File: config.mk
export PLATFORM = sky130hd
export DESIGN_NAME = cmon_monitor
export DESIGN_NICKNAME = d
export VERILOG_FILES = /design/src/inc/cmon_pkg.sv /design/src/hdl/cmon_toggle_window.sv /design/src/hdl/cmon_leak_rate.sv /design/src/hdl/cmon_monitor.sv
export VERILOG_INCLUDE_DIRS = /design/src /design/src/inc
export SDC_FILE = /design/constraint.sdc
export NUM_CORES = 1
export LEC_CHECK = 0
export BUFFER_PORTS_ARGS = -buffer_cell sky130_fd_sc_hd__buf_2
export CORE_MARGIN = 2
export CORE_UTILIZATION = 30
export CTS_CLUSTER_DIAMETER = 30
export DETAILED_ROUTE_END_ITERATION = 8
export PLACE_DENSITY_LB_ADDON = 0.05
export SLEW_MARGIN = 10
export SYNTH_ARGS = -nofsm -noshare
export SYNTH_HDL_FRONTEND = slang
export SYNTH_HIERARCHICAL = 1
export SYNTH_SLANG_ARGS = --single-unit
export TNS_END_PERCENT = 100
File: constraint.sdc
create_clock -name clk -period 4.4 [get_ports clk]
set_clock_uncertainty 0.2 [all_clocks]
set_input_delay 0.22 -clock clk [delete_from_list [all_inputs] [get_ports clk]]
set_output_delay 0.22 -clock clk [all_outputs]
set_load 0.01 [all_outputs]
File: src/inc/cmon_defines.svh
// Purpose: Offsets, field positions, defaults and timing counts
// Assumes: 100 MHz system clock
// Notes:   Vacuum in mbar, supply pressure in 0.1 bar steps
`ifndef CMON_DEFINES_SVH
`define CMON_DEFINES_SVH

// ****************************************************************
// Parameter indices
// ****************************************************************
`define CMON_IDX_FLAGS    16'h0092
`define CMON_IDX_H1       16'h0064
`define CMON_IDX_HY1      16'h0065
`define CMON_IDX_H2       16'h0066
`define CMON_IDX_HY2      16'h0067
`define CMON_IDX_EVAC     16'h0068
`define CMON_IDX_LEAK     16'h0069
`define CMON_IDX_ASAVE    16'h006A
`define CMON_IDX_PMIN     16'h006B
`define CMON_IDX_PMAX     16'h006C
`define CMON_IDX_FRESET   16'h006D

// ****************************************************************
// Flag bits and process data
// ****************************************************************
`define CMON_B_FREQ       0
`define CMON_B_EVAC       1
`define CMON_B_LEAK       2
`define CMON_B_CTRL       3
`define CMON_B_DYN        4
`define CMON_B_PRESS      7
`define CMON_B_PD_EVENT   6

// ****************************************************************
// Factory settings
// ****************************************************************
`define CMON_DEF_H1       10'h2EE
`define CMON_DEF_HY1      10'h096
`define CMON_DEF_H2       10'h226
`define CMON_DEF_HY2      10'h00A
`define CMON_DEF_EVAC     10'h0C8
`define CMON_DEF_LEAK     3'h3
`define CMON_DEF_ASAVE    1'h1
`define CMON_DEF_PMIN     8'h28
`define CMON_DEF_PMAX     8'h46

// ****************************************************************
// Limits and timing
// ****************************************************************
`define CMON_EVAC_MAX     10'h3E7
`define CMON_EVAC_UNIT_MS 14'hA
`define CMON_LEAK_MAX_SEL 3'h6
`define CMON_TOG_LIMIT    3'h7
`define CMON_CLK_NS       10
`define CMON_MS_NS        1000000
`define CMON_TICK_CYC     (`CMON_MS_NS / `CMON_CLK_NS)
`define CMON_FREQ_WIN_MS  3000
`define CMON_DYN_MS       1000
`define CMON_LEAK_WIN_MS  100
`define CMON_LEAK_SCALE   10

`endif

File: src/inc/cmon_pkg.sv
// Purpose: Types shared by the condition monitor modules
// Assumes: Included defines header
// Notes:   State of each module is one packed struct
`include "cmon_defines.svh"

package cmon_pkg;

  // ****************************************************************
  // Indicator patterns
  // ****************************************************************
  typedef enum logic [1:0] {
    CMON_LED_VACUUM,
    CMON_LED_GRN_FLASH,
    CMON_LED_RED_FLASH
  } cmon_led_e;

  // ****************************************************************
  // Configuration restored by factory reset
  // ****************************************************************
  typedef struct packed {
    logic [9:0] h1;
    logic [9:0] hy1;
    logic [9:0] h2;
    logic [9:0] hy2;
    logic [9:0] evac;
    logic [2:0] leak_sel;
    logic       asave;
    logic [7:0] pmin;
    logic [7:0] pmax;
  } cmon_cfg_s;

  typedef struct packed {
    cmon_cfg_s   cfg;
    logic [7:0]  flags;
    logic        cmd;
    logic        in_cycle;
    logic        valve;
    logic        cont;
    logic        reached_h1;
    logic        evac_run;
    logic [13:0] evac_ms;
    logic [9:0]  dyn_ms;
    logic        dyn_ok;
    logic [1:0]  leak_cnt;
    logic [16:0] tick_cnt;
    logic        tick;
    logic        diag;
    cmon_led_e   led;
    logic [7:0]  pd;
    logic [15:0] rdata;
    logic        rvalid;
    logic        rerr;
    logic        wack;
    logic        werr;
  } cmon_st_s;

  typedef struct packed {
    logic [6:0][11:0] age;
    logic [2:0]       idx;
    logic [2:0]       fill;
    logic             burst;
  } cmon_tog_s;

  typedef struct packed {
    logic [9:0]  start;
    logic [6:0]  ms;
    logic        run;
    logic        excess;
  } cmon_leak_s;

endpackage

File: src/hdl/cmon_toggle_window.sv
// Purpose: Sliding window count of valve toggles
// Assumes: tick is a one-cycle pulse every millisecond
// Notes:   Ages saturate so stale entries never alias as recent
`timescale 1ns/10ps
`include "cmon_defines.svh"
module cmon_toggle_window
  import cmon_pkg::*;
(
  input  wire logic clk,
  input  wire logic rst_n,
  input  wire logic tick,
  input  wire logic toggle,
  input  wire logic clear,
  output logic      burst
);

  localparam logic [11:0] WIN = 12'(`CMON_FREQ_WIN_MS);

  cmon_tog_s s_q;
  cmon_tog_s s_d;

  // ****************************************************************
  // Seven ages: a toggle is the seventh within the window when the
  // sixth one back, in the slot after idx, is still inside it
  // ****************************************************************
  always_comb begin
    s_d = s_q;
    s_d.burst = 1'b0;
    for (int i = 0; i < 7; i++) begin
      if (tick && s_q.age[i] < WIN) begin
        s_d.age[i] = s_q.age[i] + 12'h001;
      end
    end
    if (clear) begin
      s_d.fill = 3'h0;
      s_d.idx  = 3'h0;
    end else if (toggle) begin
      if (s_q.fill == 3'h6 &&
          s_q.age[(s_q.idx == 3'h6) ? 3'h0 : s_q.idx + 3'h1] < WIN) begin
        s_d.burst = 1'b1;
      end
      if (s_q.fill != 3'h6) begin
        s_d.fill = s_q.fill + 3'h1;
      end
      s_d.age[s_q.idx] = 12'h000;
      s_d.idx = (s_q.idx == 3'h6) ? 3'h0 : s_q.idx + 3'h1;
    end
  end

  always_ff @(posedge clk or negedge rst_n) begin
    if (!rst_n) begin
      s_q <= '0;
    end else begin
      s_q <= s_d;
    end
  end

  assign burst = s_q.burst;

endmodule // cmon_toggle_window

File: src/hdl/cmon_leak_rate.sv
// Purpose: Vacuum drop rate check while suction is paused
// Assumes: tick is a one-cycle pulse every millisecond
// Notes:   Rate is the drop over a fixed window scaled to mbar/s
`timescale 1ns/10ps
`include "cmon_defines.svh"
module cmon_leak_rate
  import cmon_pkg::*;
(
  input  wire logic       clk,
  input  wire logic       rst_n,
  input  wire logic       tick,
  input  wire logic       active,
  input  wire logic [9:0] vacuum,
  input  wire logic [7:0] limit,
  output logic            excess
);

  localparam logic [6:0]  WIN   = 7'(`CMON_LEAK_WIN_MS - 1);
  localparam logic [13:0] SCALE = 14'(`CMON_LEAK_SCALE);

  cmon_leak_s  s_q;
  cmon_leak_s  s_d;
  logic [13:0] rate;

  // ****************************************************************
  // One evaluation per window, so each pause is checked anew
  // ****************************************************************
  always_comb begin
    s_d = s_q;
    s_d.excess = 1'b0;
    rate = '0;
    if (s_q.start > vacuum) begin
      rate = 14'(s_q.start - vacuum) * SCALE;
    end
    if (!active) begin
      s_d.run = 1'b0;
    end else if (!s_q.run) begin
      s_d.run   = 1'b1;
      s_d.start = vacuum;
      s_d.ms    = '0;
    end else if (tick) begin
      if (s_q.ms == WIN) begin
        s_d.excess = rate > {6'h00, limit};
        s_d.start  = vacuum;
        s_d.ms     = '0;
      end else begin
        s_d.ms = s_q.ms + 7'h01;
      end
    end
  end

  always_ff @(posedge clk or negedge rst_n) begin
    if (!rst_n) begin
      s_q <= '0;
    end else begin
      s_q <= s_d;
    end
  end

  assign excess = s_q.excess;

endmodule // cmon_leak_rate

File: src/hdl/cmon_monitor.sv
// Purpose: Suction control and condition monitoring of an ejector
// Assumes: All inputs synchronous to clk; vacuum in mbar
// Notes:   Parameter port is the IO-Link side; flags read at 0x0092
//
// What this block does
// - Over six toggles in 3 s forces suction
// - Frequency fault: diag, green flash, bit 0
// - Any flag raises process data bit 6
// - Control-off never reached: diag, red, bit 3
// - Slow evacuation: diag, red flash, bit 1
// - Limit zero disables; limit at most 9.99 s
// - Small leak: wait for control-on, no warning
// - Leak excess resumes; second forces, diag, bit 2
// - Leak limit from seven fixed choices only
// - Leak checked in every control cycle
// - Supply pressure outside window sets bit 7
// - Dynamic vacuum in band at start: bit 4
// - Pressure warnings touch neither LED nor diag
// - Pressure checks only with pressure sensor
// - Diag output held until next cycle
// - Vacuum below threshold shows live vacuum
// - After cycle, result shown until next
// - Factory reset restores settings, nothing else
// - Monitoring active only in IO-Link mode
`timescale 1ns/10ps
`include "cmon_defines.svh"
module cmon_monitor
  import cmon_pkg::*;
#(
  parameter int TICK_CYC = `CMON_TICK_CYC
) (
  input  wire logic        clk,
  input  wire logic        rst_n,
  input  wire logic        suction_cmd,
  input  wire logic [9:0]  vacuum,
  input  wire logic [7:0]  supply_pressure,
  input  wire logic        has_pressure_sensor,
  input  wire logic        iolink_mode,
  input  wire logic        menu_factory_reset,
  input  wire logic        param_rd,
  input  wire logic        param_wr,
  input  wire logic [15:0] param_index,
  input  wire logic [15:0] param_wdata,
  output logic [15:0]      param_rdata,
  output logic             param_rvalid,
  output logic             param_rerr,
  output logic             param_wack,
  output logic             param_werr,
  output logic             suction_valve,
  output logic             diag_output,
  output cmon_led_e        led_mode,
  output logic [7:0]       pd_in_byte,
  output logic [7:0]       condition_monitoring_flags
);

  localparam logic [16:0] TICK_LAST = 17'(TICK_CYC - 1);
  localparam logic [9:0]  DYN_LAST  = 10'(`CMON_DYN_MS - 1);

  // ****************************************************************
  // Helpers
  // ****************************************************************
  function automatic logic [9:0] sat_sub(input logic [9:0] a,
                                         input logic [9:0] b);
    sat_sub = (a > b) ? a - b : 10'h000;
  endfunction

  function automatic logic [7:0] leak_limit(input logic [2:0] sel);
    case (sel)
      3'h0:    leak_limit = 8'h04;
      3'h1:    leak_limit = 8'h0B;
      3'h2:    leak_limit = 8'h19;
      3'h3:    leak_limit = 8'h32;
      3'h4:    leak_limit = 8'h64;
      3'h5:    leak_limit = 8'h96;
      default: leak_limit = 8'hFA;
    endcase
  endfunction

  function automatic cmon_cfg_s cfg_default();
    cmon_cfg_s c;
    c.h1       = `CMON_DEF_H1;
    c.hy1      = `CMON_DEF_HY1;
    c.h2       = `CMON_DEF_H2;
    c.hy2      = `CMON_DEF_HY2;
    c.evac     = `CMON_DEF_EVAC;
    c.leak_sel = `CMON_DEF_LEAK;
    c.asave    = `CMON_DEF_ASAVE;
    c.pmin     = `CMON_DEF_PMIN;
    c.pmax     = `CMON_DEF_PMAX;
    cfg_default = c;
  endfunction

  cmon_st_s   s_q;
  cmon_st_s   s_d;
  logic       toggle;
  logic       burst;
  logic       leak_active;
  logic       leak_excess;
  logic       cyc_start;
  logic       cyc_end;
  logic [7:0] set_bits;
  logic       diag_set;
  logic [9:0] h1_on;
  logic [9:0] h2_off;
  logic       wr_ok;

  // ****************************************************************
  // Submodules
  // ****************************************************************
  cmon_toggle_window u_tog (
    .clk    (clk),
    .rst_n  (rst_n),
    .tick   (s_q.tick),
    .toggle (toggle),
    .clear  (cyc_start),
    .burst  (burst)
  );

  cmon_leak_rate u_leak (
    .clk    (clk),
    .rst_n  (rst_n),
    .tick   (s_q.tick),
    .active (leak_active),
    .vacuum (vacuum),
    .limit  (leak_limit(s_q.cfg.leak_sel)),
    .excess (leak_excess)
  );

  // ****************************************************************
  // Cycle framing and shared terms
  // ****************************************************************
  assign cyc_start = suction_cmd && !s_q.cmd;
  assign cyc_end   = !suction_cmd && s_q.cmd;
  assign h1_on     = sat_sub(s_q.cfg.h1, s_q.cfg.hy1);
  assign h2_off    = sat_sub(s_q.cfg.h2, s_q.cfg.hy2);
  // Leak window only runs while control has paused the valve
  assign leak_active = s_q.in_cycle && s_q.cfg.asave && !s_q.cont &&
                       !s_q.valve && s_q.reached_h1;
  assign toggle    = s_q.in_cycle && (s_d.valve != s_q.valve);

  // ****************************************************************
  // Next state
  // ****************************************************************
  always_comb begin
    s_d        = s_q;
    set_bits   = 8'h00;
    diag_set   = 1'b0;
    wr_ok      = 1'b0;
    s_d.rvalid = 1'b0;
    s_d.rerr   = 1'b0;
    s_d.wack   = 1'b0;
    s_d.werr   = 1'b0;
    s_d.cmd    = suction_cmd;

    // Millisecond time base
    s_d.tick = 1'b0;
    if (s_q.tick_cnt == TICK_LAST) begin
      s_d.tick_cnt = '0;
      s_d.tick     = 1'b1;
    end else begin
      s_d.tick_cnt = s_q.tick_cnt + 17'h00001;
    end

    // Clearing first, so events of this same cycle still land
    if (cyc_start) begin
      s_d.flags      = 8'h00;
      s_d.diag       = 1'b0;
      s_d.cont       = 1'b0;
      s_d.in_cycle   = 1'b1;
      s_d.reached_h1 = 1'b0;
      s_d.evac_run   = 1'b0;
      s_d.evac_ms    = '0;
      s_d.dyn_ms     = '0;
      s_d.dyn_ok     = 1'b1;
      s_d.leak_cnt   = 2'h0;
    end else if (cyc_end) begin
      s_d.in_cycle = 1'b0;
      if (!s_q.reached_h1) begin
        set_bits[`CMON_B_CTRL] = 1'b1;
      end
    end

    // Suction valve: plain or air saving control
    if (!s_d.in_cycle) begin
      s_d.valve = 1'b0;
    end else if (!s_q.cfg.asave || s_q.cont) begin
      s_d.valve = 1'b1;
    end else if (s_q.valve && vacuum >= s_q.cfg.h1) begin
      s_d.valve = 1'b0;
    end else if (!s_q.valve && leak_excess) begin
      s_d.valve = 1'b1;
    end else if (!s_q.valve && vacuum < h1_on) begin
      s_d.valve = 1'b1;
    end

    if (s_q.in_cycle && vacuum >= s_q.cfg.h1) begin
      s_d.reached_h1 = 1'b1;
    end

    // Evacuation time from part-present to control-off
    if (s_q.in_cycle && !s_q.reached_h1) begin
      if (vacuum >= s_q.cfg.h1) begin
        s_d.evac_run = 1'b0;
      end else if (vacuum >= s_q.cfg.h2) begin
        s_d.evac_run = 1'b1;
      end
      if (s_q.evac_run && s_q.tick && s_q.evac_ms != 14'h3FFF) begin
        s_d.evac_ms = s_q.evac_ms + 14'h0001;
      end
    end
    if (s_q.cfg.evac != 10'h000 && s_q.evac_run &&
        s_q.evac_ms > 14'(s_q.cfg.evac) * `CMON_EVAC_UNIT_MS) begin
      set_bits[`CMON_B_EVAC] = 1'b1;
    end

    // Dynamic pressure after one second of unobstructed suction
    if (s_q.in_cycle && s_q.dyn_ok && s_q.tick) begin
      if (!s_q.valve) begin
        s_d.dyn_ok = 1'b0;
      end else if (s_q.dyn_ms == DYN_LAST) begin
        s_d.dyn_ok = 1'b0;
        if (has_pressure_sensor && vacuum > h2_off &&
            vacuum < s_q.cfg.h1) begin
          set_bits[`CMON_B_DYN] = 1'b1;
        end
      end else begin
        s_d.dyn_ms = s_q.dyn_ms + 10'h001;
      end
    end

    // Leakage: second excess of a cycle forces continuous suction
    if (leak_excess) begin
      if (s_q.leak_cnt != 2'h0) begin
        s_d.cont = 1'b1;
        set_bits[`CMON_B_LEAK] = 1'b1;
      end else begin
        s_d.leak_cnt = 2'h1;
      end
    end

    // Valve chatter
    if (burst && s_q.cfg.asave) begin
      s_d.cont = 1'b1;
      set_bits[`CMON_B_FREQ] = 1'b1;
    end

    // Supply pressure window
    if (has_pressure_sensor &&
        (supply_pressure < s_q.cfg.pmin ||
         supply_pressure > s_q.cfg.pmax)) begin
      set_bits[`CMON_B_PRESS] = 1'b1;
    end

    // Monitoring exists only in IO-Link mode
    if (!iolink_mode) begin
      set_bits = 8'h00;
      s_d.cont = 1'b0;
    end

    s_d.flags = s_d.flags | set_bits;
    // Pressure and dynamic bits stay out of the diag output
    diag_set = |set_bits[3:0];
    s_d.diag = s_d.diag | diag_set;
    s_d.pd = 8'h00;
    s_d.pd[`CMON_B_PD_EVENT] = |s_d.flags;

    // Indicator: green flash outranks red since it means forced suction
    if (s_d.in_cycle &&
        (vacuum < s_q.cfg.h1 || vacuum < s_q.cfg.h2)) begin
      s_d.led = CMON_LED_VACUUM;
    end else if (s_d.flags[`CMON_B_FREQ] ||
                 s_d.flags[`CMON_B_LEAK]) begin
      s_d.led = CMON_LED_GRN_FLASH;
    end else if (s_d.flags[`CMON_B_EVAC] ||
                 s_d.flags[`CMON_B_CTRL]) begin
      s_d.led = CMON_LED_RED_FLASH;
    end else begin
      s_d.led = CMON_LED_VACUUM;
    end

    // Parameter reads
    if (param_rd) begin
      s_d.rvalid = 1'b1;
      s_d.rdata  = 16'h0000;
      if (param_index == `CMON_IDX_FLAGS) begin
        s_d.rdata = {8'h00, s_q.flags};
      end else if (param_index == `CMON_IDX_H1) begin
        s_d.rdata = {6'h00, s_q.cfg.h1};
      end else if (param_index == `CMON_IDX_HY1) begin
        s_d.rdata = {6'h00, s_q.cfg.hy1};
      end else if (param_index == `CMON_IDX_H2) begin
        s_d.rdata = {6'h00, s_q.cfg.h2};
      end else if (param_index == `CMON_IDX_HY2) begin
        s_d.rdata = {6'h00, s_q.cfg.hy2};
      end else if (param_index == `CMON_IDX_EVAC) begin
        s_d.rdata = {6'h00, s_q.cfg.evac};
      end else if (param_index == `CMON_IDX_LEAK) begin
        s_d.rdata = {13'h0000, s_q.cfg.leak_sel};
      end else if (param_index == `CMON_IDX_ASAVE) begin
        s_d.rdata = {15'h0000, s_q.cfg.asave};
      end else if (param_index == `CMON_IDX_PMIN) begin
        s_d.rdata = {8'h00, s_q.cfg.pmin};
      end else if (param_index == `CMON_IDX_PMAX) begin
        s_d.rdata = {8'h00, s_q.cfg.pmax};
      end else begin
        s_d.rerr = 1'b1;
      end
    end

    // Parameter writes; out-of-range evacuation times and leak choices are refused whole
    if (param_wr) begin
      wr_ok = 1'b1;
      if (param_index == `CMON_IDX_H1) begin
        s_d.cfg.h1 = param_wdata[9:0];
      end else if (param_index == `CMON_IDX_HY1) begin
        s_d.cfg.hy1 = param_wdata[9:0];
      end else if (param_index == `CMON_IDX_H2) begin
        s_d.cfg.h2 = param_wdata[9:0];
      end else if (param_index == `CMON_IDX_HY2) begin
        s_d.cfg.hy2 = param_wdata[9:0];
      end else if (param_index == `CMON_IDX_EVAC &&
                   param_wdata <= 16'(`CMON_EVAC_MAX)) begin
        s_d.cfg.evac = param_wdata[9:0];
      end else if (param_index == `CMON_IDX_LEAK &&
                   param_wdata <= 16'(`CMON_LEAK_MAX_SEL)) begin
        s_d.cfg.leak_sel = param_wdata[2:0];
      end else if (param_index == `CMON_IDX_ASAVE) begin
        s_d.cfg.asave = param_wdata[0];
      end else if (param_index == `CMON_IDX_PMIN) begin
        s_d.cfg.pmin = param_wdata[7:0];
      end else if (param_index == `CMON_IDX_PMAX) begin
        s_d.cfg.pmax = param_wdata[7:0];
      end else if (param_index == `CMON_IDX_FRESET) begin
        s_d.cfg = cfg_default();
      end else begin
        wr_ok = 1'b0;
      end
      s_d.wack = wr_ok;
      s_d.werr = !wr_ok;
    end

    // Menu reset touches settings only; flags and timers run on
    if (menu_factory_reset) begin
      s_d.cfg = cfg_default();
    end
  end

  // ****************************************************************
  // State register
  // ****************************************************************
  always_ff @(posedge clk or negedge rst_n) begin
    if (!rst_n) begin
      s_q     <= '0;
      s_q.cfg <= cfg_default();
      s_q.led <= CMON_LED_VACUUM;
    end else begin
      s_q <= s_d;
    end
  end

  // ****************************************************************
  // Outputs
  // ****************************************************************
  assign param_rdata   = s_q.rdata;
  assign param_rvalid  = s_q.rvalid;
  assign param_rerr    = s_q.rerr;
  assign param_wack    = s_q.wack;
  assign param_werr    = s_q.werr;
  assign suction_valve = s_q.valve;
  assign diag_output   = s_q.diag;
  assign led_mode      = s_q.led;
  assign pd_in_byte    = s_q.pd;
  assign condition_monitoring_flags = s_q.flags;

endmodule // cmon_monitor

Yosys cells after proc, flatten, opt, wreduce, memory -nomap -nowiden
Cells that the tools add are included.

Add/subtract/negate cells: 16. Multipliers: 2. Divide/modulo/power cells: 0. $lt $le $gt $ge: 26. Equal/unequal tests: 70. Shift operators: 0. Muxes and demuxes: 149. Bitwise operators: 4. Reduce and logical (&&, ||, !) cells: 76.

Operator list (count): 53-bit two-way mux (8); 50-bit two-way mux (8); 70-bit two-way mux (3); 10-bit two-way mux (17); 16-bit by 7-bit == test with 1-bit output, second input constant (10); 12-bit two-way mux (9); 12-bit less-than comparator, second input constant (8); 3-bit != test, second input constant (31); 91-bit two-way mux (1); 30-bit two-way mux (3); 10-bit AND reduction (9); 12-bit by 1-bit adder with 12-bit output, second input constant (7); 84-bit bitwise AND (1); 84-bit two-way mux (1); 84-bit inverter (1); 40-bit two-way mux (2); 8-bit two-way mux (9); 17-bit two-way mux (4); 62-bit two-way mux (1); 60-bit two-way mux (1); 1-bit two-way mux (59); 54-bit two-way mux (1); 8-bit one-hot mux with 6 select lines (1); 10-bit > comparator (4); other kinds (54) (144).

Register bits after elaboration: 257. Latch bits: 0. Bits in writable memories: 0. Bits in read-only memories: 0. Input bits: 58. Output and inout bits: 40. Logic and storage cells: 387. Memories: 0.

Logic depth before layout (Yosys ltp)
Word-level depth: 26. Depth in mapped cells: 22. Mapped depth without buffers: 22.

By module
The synthesis kept the hierarchy.

By module, submodules not included: cmon_monitor (instances 1, cells each 1229, area an instance 10697.8 um^2, sequential area each 3713.6 um^2); cmon_toggle_window (instances 1, cells each 533, area an instance 5071.1 um^2, sequential area each 2277.2 um^2); cmon_leak_rate (instances 1, cells each 259, area an instance 2083.2 um^2, sequential area each 475.5 um^2).

Worst setup path after synthesis
OpenSTA, ideal clock, no wires.

Path type: reg-to-reg. Start: register s_q[145] (netlist name). End: register u_tog/s_q[67] (netlist bit). Library setup time: 123 ps. Arrival time: 4376 ps. Data required time: 4077 ps. Path slack: -298 ps. Stages on the path, launching flop included: 21. Buffers on the path: 3. Clock period less this slack: 4698 ps. Cells stage by stage: dfrtp_1 -> inv_1 -> ha_1 -> clkbuf_1 -> a211oi_1 -> nor3b_1 -> o31ai_1 -> a211oi_1 -> nand2_1 -> ha_1 -> and4_1 -> o21ai_0 -> o211ai_1 -> a221oi_1 -> a2111oi_0 -> a311oi_1 -> buf_2 -> nand2_1 -> nor4b_1 -> buf_2 -> nor2_1.

RTL lines: to (signal assigned) (line cmon_toggle_window.sv:52) `s_q <= '0;`; to (signal assigned) (line cmon_toggle_window.sv:54) `s_q <= s_d;`; to (decl) (line cmon_toggle_window.sv:19) `cmon_tog_s s_q;`.

==> summary.md <==
| Metric | Value |
|---|---|
| Number of global-route vias before repair | `~16000` |
| Max-slew violation total from the final report | `0` |
| First-iteration detailed-routing DRC count | `896` |
| Most common library cell in the layout ignoring fill and taps | `sky130_fd_sc_hd__dfrtp_1` |
| Worst-Margin Slew | `around 1200 ps` |
| DRT Wirelength | `about 59000 um` |
| Final layout net count | `2469` |
| Post-synth cell types | `roughly 100` |
| Detailed-routing iteration count for the pre-antenna-repair pass | `5` |
| Clock buffer depth | `3` |
| Top cells by area in the synthesized netlist | `sky130_fd_sc_hd__dfrtp_1 32%, sky130_fd_sc_hd__ha_1 11%, sky130_fd_sc_hd__dfstp_2 4.1%` |
| Effective utilization at floorplan | `a little under a third` |
| Total leakage power | `a little over 10 nW` |
| Most used flip-flop cell after synthesis | `sky130_fd_sc_hd__dfrtp_1` |
| Clock-pin slew on the worst setup and hold paths | `about 40 ps` |
| Maximum vdd drop | `525.1 uV` |
| Clock buffers created by TritonCTS | `85` |
| Number of enable flip-flop cells after synthesis | `0` |
| Placed wire-length estimate | `42270 um` |
| CTS Root Cell | `sky130_fd_sc_hd__clkbuf_16` |
| Power density normalized to cell area | `603.4 nW/um^2` |
| Skew-Pair Late Insertion Delay | `roughly 610 ps` |
| Buffering stage count on the worst path with inverters included | `5` |
| Critical path arrival | `4680 ps` |
| Height of the chip | `~250 um` |
| TritonCTS clock tree | `done` |
| Area after detailed placement | `about 20000 um^2` |
| Headroom to the max-slew limit | `between 10% and 20%` |
| Avg Synthesized Cell Area | `8.833 um^2` |
| DRC violation count after routing | `0` |
| Portion of the clock cycle consumed by the worst path in the final layout | `100.1%` |
| CP Cell Sequence | `inv_2 -> ha_4 -> nand4_1 -> a21oi_4 -> o31ai_4 -> a211oi_2 -> buf_6 -> nand2_1 -> ha_1 -> buf_4 -> o211a_4 -> a221oi_4 -> a2111oi_4 -> a311oi_2 -> buf_4 -> nand3b_1 -> nor3_1 -> buf_4 -> nor2_1` |
| Status | `finished with violations` |
| Core Area | `roughly 59000 um^2` |
| Portion of the post-synthesis area used by sequential elements | `36.22%` |
| Fin. Hold Viols | `0` |
| Num rows | `approximately 90` |
| Cell area after layout | `~24000 um^2` |
| # diodes | `0` |
| Setup WS post-layout | `-5.147 ps` |
| Post-place setup slack | `-295.5 ps` |
| Number of instances in the synthesized netlist | `just over 2000` |
| Area share of the largest cell type after synthesis | `32.10%` |
| Type of the worst min-delay path | `in -> async` |
| Tmin final | `~4400 ps` |
| Top Ports | `98` |
| H-tree level count | `3` |
| Area growth from synthesis to layout | `32.81%` |
| Global placer's final weighted congestion | `around 0.83` |
| Antenna violations before repair | `1` |
| Total congestion overflow | `0` |
| Dpl cells | `between 2000 and 3000` |
| Overall global routing resource usage | `19.40%` |
| Global-route wire length before repair | `92810 um` |
| Number of flip-flops and latches in the synthesized netlist | `257` |
| Die Wd | `247.9 um` |
| Crit path top cell by count | `sky130_fd_sc_hd__buf_4` |
| Max frequency | `between 200 and 250 MHz` |
| Fraction of final layout cells sized beyond drive strength 1 | `23.78%` |
| Routed wire length per instance | `19.02 um` |
| Detail Route Antenna Nets | `0` |
| Most frequent cells in the layout | `229 x sky130_fd_sc_hd__dfrtp_1, 179 x sky130_fd_sc_hd__nand2_1, 156 x sky130_fd_sc_hd__nor2_1, 136 x sky130_fd_sc_hd__ha_1, 125 x sky130_fd_sc_hd__inv_1` |
| Non-filler cells, final | `between 3000 and 4000` |
| Total standard cell area after synthesis | `17850 um^2` |
| Kind of cell with the highest combined delay on the critical path | `compound AO/OA/AOI/OAI gates` |
| Worst stage delay on the critical path | `approximately 530 ps` |
| Biggest area consumer among synthesized cells | `sky130_fd_sc_hd__dfrtp_1` |
| # port buffers | `84` |
| Violations in the final reports | `negative setup slack` |
| Average via count per standard cell | `~5.2` |
| DR vias | `between 15000 and 20000` |
| Warnings from Yosys | `6` |
| Unrepaired setup endpoints after global routing | `yes` |
| Setup violation total in the final timing report | `2` |
| Number of clock sinks | `between 200 and 300` |
| Pin count of the biggest net entering global routing | `roughly 110` |
| Nature of the critical path endpoint | `register` |
| Largest fanout on the critical path | `12` |
| Data required, critical path | `about 4700 ps` |
| Hold Slack | `between 30 and 40 ps` |
| Die Area | `~60000 um^2` |
| Cell at the slowest stage of the critical path | `sky130_fd_sc_hd__dfstp_2` |
| Post-synthesis async set-or-reset flop share | `100.0%` |
| Startpoint class of the critical path | `register` |
| Class of the most critical setup path | `reg -> reg` |
| Max-cap viol count | `0` |
-- logic make-up (layout without fill, tap and decap cells) --
logic type / count (synthesis) / count (layout) / synth area share [%]
fa+ha+maj: 156 / 156 / 11.13
mux: 14 / 14 / 0.8691
flops: 257 / 257 / 36.22
compound gates: 488 / 488 / 18.71
buf+inv: 234 / 526 / 5.936
simple gates: 757 / 757 / 21.52
xor+xnor: 114 / 114 / 5.593
other cells: 1 / 13 / 0.02101
-- flip-flops by register name, indices dropped and copies added, names as in the netlist, 2 cells and up --
name / flops
s_q: 120
led_mode: 2
condition_monitoring_flags: 8
u_tog/s_q: 90
u_leak/s_q: 18
param_rdata: 10
-- layer usage --
| metal | GRT usage [%] | routed length, um | vias up |
|---|---|---|---|
| li1 | - | - | 7749 |
| met1 | 26.73 | 28240 | 7860 |
| met2 | 30.24 | 26350 | 331 |
| met3 | 4.033 | 2816 | 111 |
| met4 | 6.287 | 1501 | 2 |
| met5 | 0 | 8 | - |
-- final timing paths --
path,from,endpoint,slack (ps),depth (start not counted)
setup / recovery,s_q[147],u_tog/s_q[60],-5,19
hold / removal,rst_n,s_q[66],40,2
setup reg to reg,s_q[147],u_tog/s_q[60],-5,19
hold reg to reg,s_q[50],s_q[49],280,1
max in group asynchronous,rst_n,u_tog/s_q[50],2850,3
min in group clk,supply_pressure[4],condition_monitoring_flags[7],50,4
-- final cells by class --
| class | count | area, um^2 |
|---|---|---|
| Clock buffer | 121 | 2455 |
| Clock inverter | 35 | 494.2 |
| Sequential cell | 257 | 6466 |
| Timing Repair Buffer | 239 | 1754 |
| Fill cell | 5925 | 35200 |
| Inverter | 131 | 491.7 |
| Multi-Input combinational cell | 1542 | 11080 |
| Tap cell | 773 | 967.2 |
-- repair_timing --
item	in CTS	in global routing
hold buffers	30	0
hold endpoints to repair	196	0
pin swaps	33	58
setup buffers	11	6
cloned	2	4
setup endpoints to repair	93	95
gates resized for setup	63	119
-- cell usage after synthesis, types with 16 or more instances --
master	count
sky130_fd_sc_hd__o21ai_1	18
sky130_fd_sc_hd__dfstp_2	28
sky130_fd_sc_hd__nand2_1	185
sky130_fd_sc_hd__nand3_1	90
sky130_fd_sc_hd__inv_1	130
sky130_fd_sc_hd__nor2_1	189
sky130_fd_sc_hd__a22o_1	21
sky130_fd_sc_hd__and2_1	16
sky130_fd_sc_hd__o21ai_0	108
sky130_fd_sc_hd__nor2b_1	29
sky130_fd_sc_hd__dfrtp_1	229
sky130_fd_sc_hd__buf_2	16
sky130_fd_sc_hd__o31ai_1	23
sky130_fd_sc_hd__clkbuf_1	44
sky130_fd_sc_hd__xor2_1	46
sky130_fd_sc_hd__xnor2_1	68
sky130_fd_sc_hd__a21oi_1	119
sky130_fd_sc_hd__buf_4	37
sky130_fd_sc_hd__and3_1	18
sky130_fd_sc_hd__nand4_1	42
sky130_fd_sc_hd__or3_1	18
sky130_fd_sc_hd__a31oi_1	20
sky130_fd_sc_hd__nand2b_1	22
sky130_fd_sc_hd__ha_1	150
sky130_fd_sc_hd__nor3_1	55
-- worst reg2reg max path, cell delays in order (launching register included) --
cell and delay (ps):
sky130_fd_sc_hd__dfstp_2 530, sky130_fd_sc_hd__inv_2 50, sky130_fd_sc_hd__ha_4 260, sky130_fd_sc_hd__nand4_1 170, sky130_fd_sc_hd__a21oi_4 210, sky130_fd_sc_hd__o31ai_4 110, sky130_fd_sc_hd__a211oi_2 300, sky130_fd_sc_hd__buf_6 200
sky130_fd_sc_hd__nand2_1 60, sky130_fd_sc_hd__ha_1 300, sky130_fd_sc_hd__buf_4 140, sky130_fd_sc_hd__o211a_4 230, sky130_fd_sc_hd__a221oi_4 310, sky130_fd_sc_hd__a2111oi_4 120, sky130_fd_sc_hd__a311oi_2 270, sky130_fd_sc_hd__buf_4 210
sky130_fd_sc_hd__nand3b_1 130, sky130_fd_sc_hd__nor3_1 170, sky130_fd_sc_hd__buf_4 230, sky130_fd_sc_hd__nor2_1 70
-- through the flow --
stage | utilization (%) | TNS (ps) | total power, mW
floorplan | - | 0 | 6.365
global placement | 33.24 | -23430 | 7.489
detailed placement | 33.24 | -20400 | 7.512
CTS | 39.44 | -4080 | 14.06
global route | 40.25 | -13750 | 15.30
finish | 40.25 | -8.046 | 14.31
-- power by group --
group	switching (mW)	internal [mW]
Sequential	0.509	2.75
Clock	1.77	4.37
Combinational	2.67	2.24
No activity file was read; power rests on OpenSTA's default activity.
